===== src/rtl/reload_pwm_timer_pkg.sv =====
package reload_pwm_timer_pkg;

  // Counter width and reset values.
  localparam int CNT_W = 8;
  localparam logic [7:0] CNT_RST = 8'h00;
  localparam logic [7:0] CNT_MAX = 8'hFF;

  // Prescaler width and reset value.
  localparam int PRE_W = 7;
  localparam logic [6:0] PRE_RST = 7'h00;

  // Number of PWM channels and capture channels.
  localparam int NUM_PWM = 4;
  localparam int NUM_CAP = 2;

  // Timer control fields as seen by software.
  typedef struct packed {
    logic clock_source_select;
    logic [2:0] prescale_select;
    logic count_enable;
    logic overflow_irq_enable;
  } timer_ctrl_t;

  // PWM control fields.
  typedef struct packed {
    logic [3:0] channel_output_enable;
    logic [3:0] channel_polarity;
  } pwm_ctrl_t;

  // Capture control fields.
  typedef struct packed {
    logic [1:0] capture_edge_select;
    logic [1:0] capture_irq_enable;
  } cap_ctrl_t;

endpackage : reload_pwm_timer_pkg


===== src/rtl/reload_pwm_timer.sv =====
`timescale 1ns/100ps
module reload_pwm_timer (
  // Clock and reset.
  input wire logic clk,
  input wire logic reset_n,
  // Control fields written by software.
  input wire reload_pwm_timer_pkg::timer_ctrl_t timer_ctrl,
  input wire reload_pwm_timer_pkg::pwm_ctrl_t pwm_ctrl,
  input wire reload_pwm_timer_pkg::cap_ctrl_t cap_ctrl,
  input wire logic [7:0] reload_value_reg,
  input wire logic [31:0] duty_cycle_reg,
  // Software access strobes, one cycle each.
  input wire logic force_reload,
  input wire logic counter_write,
  input wire logic [7:0] counter_write_data,
  input wire logic status_read,
  input wire logic [1:0] capture_read,
  // System mode.
  input wire logic halt_mode,
  // Pins.
  input wire logic external_count_clock,
  input wire logic [1:0] capture_input_pin,
  output logic [3:0] pwm_output,
  output logic [3:0] pwm_output_en_n,
  // Status back to software.
  output logic [7:0] counter_access_reg,
  output logic overflow_flag,
  output logic [1:0] capture_flag,
  output logic [15:0] capture_value_reg,
  output logic force_reload_readback,
  // Interrupt requests and wake-up.
  output logic overflow_irq,
  output logic [1:0] capture_irq,
  output logic wakeup_req
);

  // Counter, prescaler, flag and raw PWM state.
  logic [7:0] counter_r, counter_nxt;
  logic [6:0] prescaler_r, prescaler_nxt;
  logic ovf_r, ovf_nxt;
  logic [3:0] raw_r, raw_nxt;
  logic [31:0] shadow_r, shadow_nxt;
  // External clock synchroniser and its edge history.
  logic ext_s1_r, ext_s2_r, ext_h_r;
  logic ext_rise;
  logic tick;
  logic tap;
  logic overflow;
  logic [15:0] prescaler_wide;

  // Selects prescaler bit n; tap 0 is bit 0, used by selection 1 for one tick per two input ticks.
  function automatic logic tap_of(input logic [15:0] pre,
                                  input logic [2:0] sel);
    tap_of = pre[sel];
  endfunction : tap_of

  // External clock crosses into clk through two flip-flops first.
  always_ff @(posedge clk or negedge reset_n) begin
    if (!reset_n) begin
      ext_s1_r <= 1'b0;
      ext_s2_r <= 1'b0;
      ext_h_r <= 1'b0;
    end else begin
      ext_s1_r <= external_count_clock;
      ext_s2_r <= ext_s1_r;
      ext_h_r <= ext_s2_r;
    end
  end

  assign ext_rise = ext_s2_r & ~ext_h_r;

  // The prescaler input pulse: every CPU clock or each external rise.
  // The external path is limited to well under half the CPU rate
  // because it is sampled, a cost of keeping one clock domain.
  logic input_tick;
  assign input_tick = timer_ctrl.clock_source_select ? ext_rise : 1'b1;

  // The tap of the running prescaler; selection 0 bypasses it.
  // Bit n of the count toggles every 2^n inputs, so a falling of bit
  // n-1 marks one output tick per 2^n input ticks.
  assign prescaler_wide = {9'h000, prescaler_r};
  always_comb begin
    if (timer_ctrl.prescale_select == 3'h0) begin
      tap = 1'b0;
      tick = timer_ctrl.count_enable & input_tick;
    end else begin
      tap = tap_of(prescaler_wide, 3'(timer_ctrl.prescale_select - 3'h1));
      tick = timer_ctrl.count_enable & input_tick & tap &
             (prescaler_r[6:0] ==
              (prescaler_r[6:0] | 7'((16'hFFFF >>
               (5'h10 - 5'(timer_ctrl.prescale_select))))));
    end
  end

  assign overflow = tick && (counter_r == reload_pwm_timer_pkg::CNT_MAX);

  // Next values of counter, prescaler, flag and PWM levels.
  always_comb begin
    counter_nxt = counter_r;
    prescaler_nxt = prescaler_r;
    ovf_nxt = ovf_r;
    raw_nxt = raw_r;
    shadow_nxt = shadow_r;
    // Freeze the count while count enable is clear; a counter write still loads it.
    if (timer_ctrl.count_enable && input_tick) begin
      prescaler_nxt = prescaler_r + 7'h01;
    end
    if (tick) begin
      if (overflow) begin
        counter_nxt = reload_value_reg;
        shadow_nxt = duty_cycle_reg;
      end else begin
        counter_nxt = counter_r + 8'h01;
      end
    end
    // PWM edges: overflow sets the active phase, match ends it.
    for (int i = 0; i < reload_pwm_timer_pkg::NUM_PWM; i++) begin
      if (overflow) begin
        raw_nxt[i] = 1'b1;
      end else if (tick && (counter_nxt == shadow_r[8*i +: 8])) begin
        raw_nxt[i] = 1'b0;
      end
    end
    // Software initialisation clears the prescaler as well.
    if (counter_write) begin
      counter_nxt = counter_write_data;
      prescaler_nxt = reload_pwm_timer_pkg::PRE_RST;
    end else if (force_reload && timer_ctrl.count_enable) begin
      counter_nxt = reload_value_reg;
      prescaler_nxt = reload_pwm_timer_pkg::PRE_RST;
    end
    if (status_read) begin
      ovf_nxt = 1'b0;
    end
    if (overflow) begin
      ovf_nxt = 1'b1;
    end
  end

  // State registers; reset clears counter, prescaler, flag, PWM levels and shadow.
  always_ff @(posedge clk or negedge reset_n) begin
    if (!reset_n) begin
      counter_r <= reload_pwm_timer_pkg::CNT_RST;
      prescaler_r <= reload_pwm_timer_pkg::PRE_RST;
      ovf_r <= 1'b0;
      raw_r <= 4'h0;
      shadow_r <= 32'h0000_0000;
    end else begin
      counter_r <= counter_nxt;
      prescaler_r <= prescaler_nxt;
      ovf_r <= ovf_nxt;
      raw_r <= raw_nxt;
      shadow_r <= shadow_nxt;
    end
  end

  // Polarity applied combinationally so a change shows at once.
  // In halt the outputs are released rather than driven.
  always_comb begin
    for (int i = 0; i < reload_pwm_timer_pkg::NUM_PWM; i++) begin
      pwm_output[i] = raw_r[i] ^ pwm_ctrl.channel_polarity[i];
      pwm_output_en_n[i] = ~(pwm_ctrl.channel_output_enable[i] &
                             ~halt_mode);
    end
  end

  // Two capture channels.
  logic [1:0] cap_flag;
  for (genvar c = 0; c < reload_pwm_timer_pkg::NUM_CAP; c++) begin : g_cap
    capture_channel u_cap (
      .clk(clk),
      .reset_n(reset_n),
      .capture_input_pin(capture_input_pin[c]),
      .capture_edge_select(cap_ctrl.capture_edge_select[c]),
      .counter_value(counter_r),
      .read_strobe(capture_read[c]),
      .capture_value_reg(capture_value_reg[8*c +: 8]),
      .capture_flag(cap_flag[c])
    );
  end

  // Status and interrupt outputs.
  assign capture_flag = cap_flag;
  assign counter_access_reg = counter_r;
  assign overflow_flag = ovf_r;
  assign force_reload_readback = 1'b0;
  assign overflow_irq = ovf_r & timer_ctrl.overflow_irq_enable;
  assign capture_irq = cap_flag & cap_ctrl.capture_irq_enable;
  assign wakeup_req = overflow_irq | (|capture_irq);

  // Overflow sets the flag on the next edge.
  AST_OVF_SET: assert property (@(posedge clk) disable iff (!reset_n)
    overflow |=> ovf_r) else $error("overflow flag not set");
  // A read alone clears it.
  AST_OVF_CLR: assert property (@(posedge clk) disable iff (!reset_n)
    status_read && !overflow |=> !ovf_r) else $error("flag not cleared");
  // Overflow reloads the counter.
  AST_RELOAD: assert property (@(posedge clk) disable iff (!reset_n)
    overflow && !counter_write && !force_reload |=>
    counter_r == $past(reload_value_reg))
    else $error("counter not reloaded");
  // Frozen when disabled.
  AST_FREEZE: assert property (@(posedge clk) disable iff (!reset_n)
    !timer_ctrl.count_enable && !counter_write |=> $stable(counter_r) &&
    $stable(prescaler_r)) else $error("counter moved while disabled");
  // Counter write clears prescaler and loads counter.
  AST_CWRITE: assert property (@(posedge clk) disable iff (!reset_n)
    counter_write |=> prescaler_r == 7'h00 &&
    counter_r == $past(counter_write_data)) else $error("bad write");
  // Shadow loads only at overflow.
  AST_SHADOW: assert property (@(posedge clk) disable iff (!reset_n)
    !overflow |=> $stable(shadow_r)) else $error("shadow changed");
  // Overflow starts the active phase.
  AST_PWM_SET: assert property (@(posedge clk) disable iff (!reset_n)
    overflow |=> raw_r == 4'hF) else $error("pwm not set");
  // Capture interrupt 0 follows flag 0 and its enable.
  AST_CAP_IRQ: assert property (@(posedge clk) disable iff (!reset_n)
    cap_flag[0] && cap_ctrl.capture_irq_enable[0] |-> capture_irq[0])
    else $error("capture irq missing");
  // Force-reload readback is zero.
  AST_FORCE_RELOAD_RD: assert property (@(posedge clk) disable iff (!reset_n)
    force_reload |-> !force_reload_readback)
    else $error("force reload read nonzero");

endmodule : reload_pwm_timer


===== src/rtl/capture_channel.sv =====
`timescale 1ns/100ps
// One input capture channel: synchronise, detect the chosen edge, latch.
module capture_channel (
  // Clock and reset.
  input wire logic clk,
  input wire logic reset_n,
  // Pin and control.
  input wire logic capture_input_pin,
  input wire logic capture_edge_select,
  input wire logic [7:0] counter_value,
  input wire logic read_strobe,
  // Results.
  output logic [7:0] capture_value_reg,
  output logic capture_flag
);

  // Two-stage synchroniser plus one history stage for edge detection.
  logic sync1_r, sync2_r, hist_r;
  logic sync1_nxt, sync2_nxt, hist_nxt;
  logic [7:0] value_r, value_nxt;
  logic flag_r, flag_nxt;
  logic edge_hit;

  // Next-state logic for the whole channel.
  always_comb begin
    sync1_nxt = capture_input_pin;
    sync2_nxt = sync1_r;
    hist_nxt = sync2_r;
    // A rising edge when the select bit is set, falling edge otherwise.
    edge_hit = capture_edge_select ? (sync2_r & ~hist_r)
                                   : (~sync2_r & hist_r);
    value_nxt = value_r;
    flag_nxt = flag_r;
    if (read_strobe) begin
      flag_nxt = 1'b0;
    end
    // The value is only taken while the flag is clear, so an unread
    // capture is never overwritten. A clearing read beats a new edge, which is lost.
    if (edge_hit && !flag_r) begin
      value_nxt = counter_value;
      flag_nxt = 1'b1;
    end
  end

  // Registers of the channel.
  always_ff @(posedge clk or negedge reset_n) begin
    if (!reset_n) begin
      sync1_r <= 1'b0;
      sync2_r <= 1'b0;
      hist_r <= 1'b0;
      value_r <= reload_pwm_timer_pkg::CNT_RST;
      flag_r <= 1'b0;
    end else begin
      sync1_r <= sync1_nxt;
      sync2_r <= sync2_nxt;
      hist_r <= hist_nxt;
      value_r <= value_nxt;
      flag_r <= flag_nxt;
    end
  end

  assign capture_value_reg = value_r;
  assign capture_flag = flag_r;

endmodule : capture_channel


===== config.mk =====
export PLATFORM = sky130hd
export DESIGN_NAME = reload_pwm_timer
export DESIGN_NICKNAME = d
export VERILOG_FILES = /design/src/rtl/reload_pwm_timer_pkg.sv /design/src/rtl/reload_pwm_timer.sv /design/src/rtl/capture_channel.sv
export SDC_FILE = /design/constraint.sdc
export NUM_CORES = 1
export LEC_CHECK = 0
export ABC_AREA = 1
export BUFFER_PORTS_ARGS = -buffer_cell sky130_fd_sc_hd__buf_2
export CAP_MARGIN = 30
export CORE_MARGIN = 2
export CORE_UTILIZATION = 35
export DETAILED_ROUTE_END_ITERATION = 8
export PLACE_DENSITY = 0.61
export RECOVER_POWER = 25
export SLEW_MARGIN = 0
export SYNTH_ARGS = -nofsm -noshare
export SYNTH_HDL_FRONTEND = slang
export SYNTH_HIERARCHICAL = 1
export SYNTH_SLANG_ARGS = --single-unit

===== constraint.sdc =====
create_clock -name clk -period 2.4 [get_ports clk]
set_input_delay 0.36 -clock clk [delete_from_list [all_inputs] [get_ports clk]]
set_output_delay 0.36 -clock clk [all_outputs]
set_load 0.02 [all_outputs]

# --- Yosys cells after proc, flatten, opt, wreduce, memory -nomap -nowiden ---
# Cells that the tools add are included.
classes:
  addsub: 4
  n_lt_le_gt_ge: 1
  eq_ne: 6
  n_shift: 1
  n_mux: 27
  bitwise: 30
  reduce_logical: 22
op_table:
  columns: ["cell", "n"]
  rows:
  - ["$eq 8x8->1", 4]
  - ["$mux 8", 4]
  - ["$mux 7", 3]
  - ["$mux 1", 19]
  - ["$shr 16x5->7 const A", 1]
  - ["$reduce_bool 2->1", 7]
  - ["$and 1x1->1", 13]
  - ["$not 1->1", 10]
  - ["$logic_and 1x1->1", 9]
  - ["$add 8x1->8 const B", 1]
  - ["$eq 8x8->1 const B", 1]
  - ["$add 7x1->7 const B", 1]
  - ["$eq 7x7->1", 1]
  - ["$or 7x7->7", 1]
  - ["$lt 3x5->1 const B", 1]
  - ["$sub 5x3->5 const A", 1]
  - ["$xor 1x1->1", 4]
  - ["$bmux 1 s3", 1]
  - ["$logic_not 3->1", 1]
  - ["$reduce_bool 3->1", 1]
  - ["$sub 3x1->3 const B", 1]
  - ["$and 2x2->2", 1]
  - ["$logic_not 1->1", 2]
  - ["$reduce_and 2->1", 1]
  - ["2 further kinds", 2]
totals:
  ff_bits: 79
  in_bits: 77
  out_inout_bits: 40

# --- Longest topological paths before layout ---
depth:
  depth_word: 14
  mapped_depth: 22
  mapped_depth_nobuf: 21

# --- Modules after synthesis ---
# The synthesis kept the hierarchy.
modules_own_cells:
  columns: ["mod", "n_inst", "cells_each", "area_per_inst_um2", "seq_area_each_um2"]
  rows:
  - ["reload_pwm_timer", 1, 515, 3573.4, 1376.3]
  - ["capture_channel", 2, 45, 476.7, 300.3]

# --- Worst setup path before layout ---
# OpenSTA, ideal clock, no wires.
synth_path:
  path_kind: "input-to-reg"
  start: "input port timer_ctrl[3] (netlist name)"
  end: "register raw_r[0]"
  setup_time_ns: 0.119
  t_arrival_ns: 2.264
  path_slack_ns: 0.017
  cell_stages: 21
  cell_sequence: "inv_1 > ha_1 > ha_1 > or2_1 > nand2_1 > nand2_1 > nand2_1 > nor2_1 > nand2_2 > nand2_8 > nand2_4 > buf_6 > nand2_2 > nand3_1 > nand2_1 > nor2_1 > nand2_1 > nor2_1 > nand3_1 > nand2_1 > nand2_1"
synth_via:
  elab_chain_cells: 12
  elab_cells_between_ends: 18
synth_lines:
  columns: ["element", "line", "source"]
  rows:
  - ["start, declared", "reload_pwm_timer.sv:7", "input wire reload_pwm_timer_pkg::timer_ctrl_t timer_ctrl,"]
  - ["$sub 5x3->5 or $sub 3x1->3 (tied branches)", "reload_pwm_timer.sv:91, reload_pwm_timer.sv:87", null]
  - ["$shr 16x5->7 or $bmux 1 s3 (tied branches)", "reload_pwm_timer.sv:90, reload_pwm_timer.sv:54", null]
  - ["$or 7x7->7 or $mux 1 (tied branches)", "reload_pwm_timer.sv:90, reload_pwm_timer.sv:54", null]
  - ["$eq 7x7->1 or $and 1x1->1 (tied branches)", "reload_pwm_timer.sv:89, reload_pwm_timer.sv:88", null]
  - ["$and 1x1->1", "reload_pwm_timer.sv:88", "tick = timer_ctrl.count_enable & input_tick & tap &"]
  - ["$mux 1 *", "reload_pwm_timer.sv:83", "if (timer_ctrl.prescale_select == 3'h0) begin"]
  - ["$logic_and 1x1->1", "reload_pwm_timer.sv:95", "assign overflow = tick && (counter_r == reload_pwm_timer_pkg::CNT_MAX);"]
  - ["$mux 8", "reload_pwm_timer.sv:109", "if (overflow) begin"]
  - ["$mux 8", "reload_pwm_timer.sv:108", "if (tick) begin"]
  - ["$eq 8x8->1", "reload_pwm_timer.sv:120", "end else if (tick && (counter_nxt == shadow_r[8*i +: 8])) begin"]
  - ["$logic_and 1x1->1", "reload_pwm_timer.sv:120", null]
  - ["$reduce_bool 2->1 (no source line)", null, null]
  - ["end signal, assigned", "reload_pwm_timer.sv:152", "raw_r <= raw_nxt;"]
  - ["end, declared", "reload_pwm_timer.sv:41", "logic [3:0] raw_r, raw_nxt;"]
# Mark *: on every way between the ends. The rest lies on a longest branch, timed or not. The select of a mux whose other input is x is not followed.
# A chain may end at the register's enable or synchronous reset.

# --- Worst setup path in the final report ---
layout_path:
  start: "register counter_r[0], in the netlist counter_access_reg[0]"
  end: "register raw_r[2]"
layout_via:
  elab_chain_cells: 7
  elab_cells_between_ends: 9
layout_lines:
  columns: ["element", "line", "source"]
  rows:
  - ["start, declared", "reload_pwm_timer.sv:38", "logic [7:0] counter_r, counter_nxt;"]
  - ["start signal, assigned", "reload_pwm_timer.sv:143", "counter_r <= reload_pwm_timer_pkg::CNT_RST;"]
  - ["start signal, assigned", "reload_pwm_timer.sv:149", "counter_r <= counter_nxt;"]
  - ["parallel branches: the longest is 7 deep, another holds $add 8x1->8", null, null]
# Parallel ways; which one is timed is not known.

==> results.md <==
- Status: complete, no violations
- Overall Global Routing Usage: 18.6%
- Initial antenna violation count: 0
- CTS clock-pin slew for the worst setup and hold paths: 0.06 ns
- RePlAce Congestion: 0.876
- CTS sink cnt: 79
- Lkg Pwr: 3.16 nW
- Sequential area share after synthesis: 43.7%
- Clock skew: 0.00952 ns
- P&R area growth vs syn: 31.6%
- CP arrival: 2.49 ns
- Post-synthesis register bit count: 79
- Total number of vias: 4438
- Clock root cell: clkbuf_16
- Maxcap violations: 0
- Post-Synth Simple-Gate Area: 33.9%
- Least-Margin Pin Slew: 0.954 ns
- Max_slew headroom: 36.4%
- Number of H-tree levels: 3
- PnR Total Power: 3.64 mW
- Slew Viols, Final: 0
- Syn Nets: 688
- Dpl cell area: 5520 µm²
- Initial DRC count: 272
- WL final: 12600 µm
- Largest register FFs: 32
- Io pins: 117
- Number of diodes: 0
- TritonCTS clock tree: built
- Vias per cell: 4.75
- Worst hold path type: in2reg
- Fin area: 5960 µm²
- Post-route non-filler standard cell count: 935
- WL/cell: 13.5 µm
- DRT Pass-1 Iters: 4
- Synth Instances: 605
- Core outline area: 12600 µm²
- Maximum clock rate: 445 MHz
- Largest family of logic cells by synthesized area: simple AND/OR/NAND/NOR gates
- Critical Path RT: 2.64 ns
- Routed Antenna Nets: 0
- Compound-cell area share of the yosys netlist: 9.48%
- Final hold vios: 0
- Final nets: 841
- Critical path startpoint category: flop
- Die W: 118 µm
- Final setup fails: 0
- Largest net degree at the start of global routing: 45
- Initial Util: 35.9%
- Global-route wire length before repair: 21000 µm
- Fin Hold WS: 0.117 ns
- Fin crit share: 93.7%
- Synth warn: 6
- Capturing element type of the critical path: flop
- Die Y: 118 µm
- Die ar.: 13900 µm²
- Critical path peak fanout: 4
- Synthesized area: 4530 µm²
- DP HPWL: 9750 µm
- Rows: 41
- Mux share of post-synthesis cell area: 0%
- Fin crit period: 2.25 ns
- Maximum clock insertion buffer count: 2
- CTS Buf Count: 9
- Share of post-route cells with drive strength above 1: 29.2%
- VDD IR max: 0.323 mV
- PD cells: 612 nW/µm²
- Vias in the first global route: 4388
- Avg Inst Size Synth: 7.48 µm²
- Number of unique standard cell types used by synthesis: 38
- Buffers on Ports: 115
- Synth Area in XOR/XNOR: 1.93%
- Clk_lat worst skew: 0.35 ns
- Residual DRC count: 0
- Remaining global-route overflow: 0
- Synth Area in Adders: 1.66%
- Crit path kind: reg2reg
- Cell count after placement: 912
## routing by layer
| layer | vias to the layer above | share of wire (%) | GRT usage, % |
|---|---|---|---|
| li1 | 2234 | - | - |
| met1 | 2087 | 45 | 24.3 |
| met2 | 100 | 49 | 30.8 |
| met3 | 17 | 4.5 | 4.36 |
| met4 | 0 | 1.6 | 5.50 |
| met5 | - | 0 | 0 |
## Yosys cell counts
| library cell | instances | area (µm²) |
|---|---|---|
| nand2_1 | 181 | 679 |
| dfrtp_1 | 79 | 1980 |
| inv_1 | 78 | 293 |
| nand3_1 | 68 | 340 |
| o21ai_0 | 52 | 260 |
| nor2_1 | 41 | 154 |
| a21oi_1 | 18 | 90.1 |
| nand2_2 | 9 | 56.3 |
| xor2_1 | 9 | 78.8 |
| nand4_1 | 8 | 50.1 |
| nand3_2 | 7 | 70.1 |
| ha_1 | 6 | 75.1 |
| buf_2 | 5 | 25.0 |
| clkbuf_1 | 5 | 18.8 |
| nand2_4 | 5 | 56.3 |
| clkinv_1 | 3 | 11.3 |
| inv_2 | 3 | 11.3 |
| nor3_1 | 3 | 15.0 |
| nor3_2 | 3 | 30.0 |
| bufinv_8 | 2 | 35.0 |
| nor2_4 | 2 | 22.5 |
| or2_1 | 2 | 12.5 |
| a211oi_1 | 1 | 7.51 |
| a221oi_1 | 1 | 8.76 |
| a31oi_1 | 1 | 6.26 |
| buf_4 | 1 | 7.51 |
| buf_6 | 1 | 11.3 |
| clkinv_2 | 1 | 5.00 |
| conb_1 | 1 | 3.75 |
| nand2_8 | 1 | 20.0 |
| nand3_4 | 1 | 17.5 |
| nand4_2 | 1 | 12.5 |
| o2111ai_2 | 1 | 15.0 |
| o211ai_1 | 1 | 7.51 |
| o211ai_4 | 1 | 21.3 |
| o21ai_1 | 1 | 5.00 |
| o21bai_1 | 1 | 7.51 |
| xnor2_1 | 1 | 8.76 |
## per-stage QoR
step | setup TNS (ns) | util [%] | setup slack, ns
final | 0 | 47.2 | 0.151
after global placement | -1.24 | 43.8 | -0.252
after CTS | 0 | 46.1 | 0.0657
after detailed placement | -1.54 | 43.8 | -0.277
after floorplan | 0 | - | 0.0172
after global routing | -0.0851 | 47.2 | -0.0369
## critical path: stages (launching register included)
cell and delay, ns:
dfrtp_1 0.40, buf_4 0.13, buf_4 0.13, inv_1 0.11, nor2_4 0.15, nand4_1 0.12, nor2_1 0.16, xor2_1 0.19
nand2_2 0.08, buf_4 0.15, nand3_1 0.07, nand3_1 0.08, nor2_1 0.16, nand3_1 0.10, nand2_1 0.07, nand2_1 0.04
## worst paths after layout
check                      slack (ns)  depth (start not counted)                              from                                              end
min in group asynchronous        0.70                          2                           reset_n  g_cap[1].u_cap/capture_value_reg[6]$_DFFE_PN0P_
setup / recovery                 0.15                         15   counter_access_reg[0]$_DFF_PN0_                             raw_r[2]$_DFFE_PN0P_
max in group asynchronous        0.95                          3                           reset_n                         shadow_r[24]$_DFFE_PN0P_
setup reg to reg                 0.15                         15   counter_access_reg[0]$_DFF_PN0_                             raw_r[2]$_DFFE_PN0P_
hold reg to reg                  0.35                          0  g_cap[1].u_cap/sync1_r$_DFF_PN0_                g_cap[1].u_cap/hist_nxt$_DFF_PN0_
hold / removal                   0.12                          1              external_count_clock                               ext_s1_r$_DFF_PN0_
## logic make-up (layout without fill, tap and decap cells)
family	count (synthesis)	after routing
XOR/XNOR	10	10
other	1	1
AND/OR/NAND/NOR	332	332
AO/OA/AOI/OAI	78	78
flip-flops	79	79
adder cells (fa/ha/maj)	6	6
buffers and inverters	99	257
## cell type report
type / instances / area (µm²)
flip-flops and latches: 79 / 1980
clock inverters: 6 / 45.0
repair buffers: 154 / 903
clock buffers: 10 / 239
fillers: 1301 / 6660
well taps: 172 / 215
inverters: 87 / 355
multi-input cells: 427 / 2220
## power by group
group / switching, mW / total, mW / leakage (nW) / internal [mW]
sequential: 0.0742 / 1.51 / 0.874 / 1.43
clock: 0.570 / 1.30 / 0.131 / 0.732
combinational: 0.525 / 0.833 / 2.16 / 0.309
total: 1.17 / 3.64 / 3.16 / 2.47
## timing repair
| item | CTS | global route |
|---|---|---|
| buffers inserted | 0 | 6 |
| resized for setup | 0 | 31 |
| endpoints found under the setup margin | 0 | 5 |
| hold buffers | 1 | 0 |
| endpoints found under the hold margin | 26 | 0 |
## placed cells by master, fill, tap and decap left out, types with 8 or more instances in the layout
cell       instances
o21ai_0           51
inv_1             77
buf_2            114
nand2_2           14
buf_4             34
nand2_1          178
nand4_1            8
a21oi_1           18
nand3_1           66
nor2_1            33
xor2_1             9
clkbuf_16          9
dfrtp_1           79
Note: power is estimated with default switching activity, not from simulation.
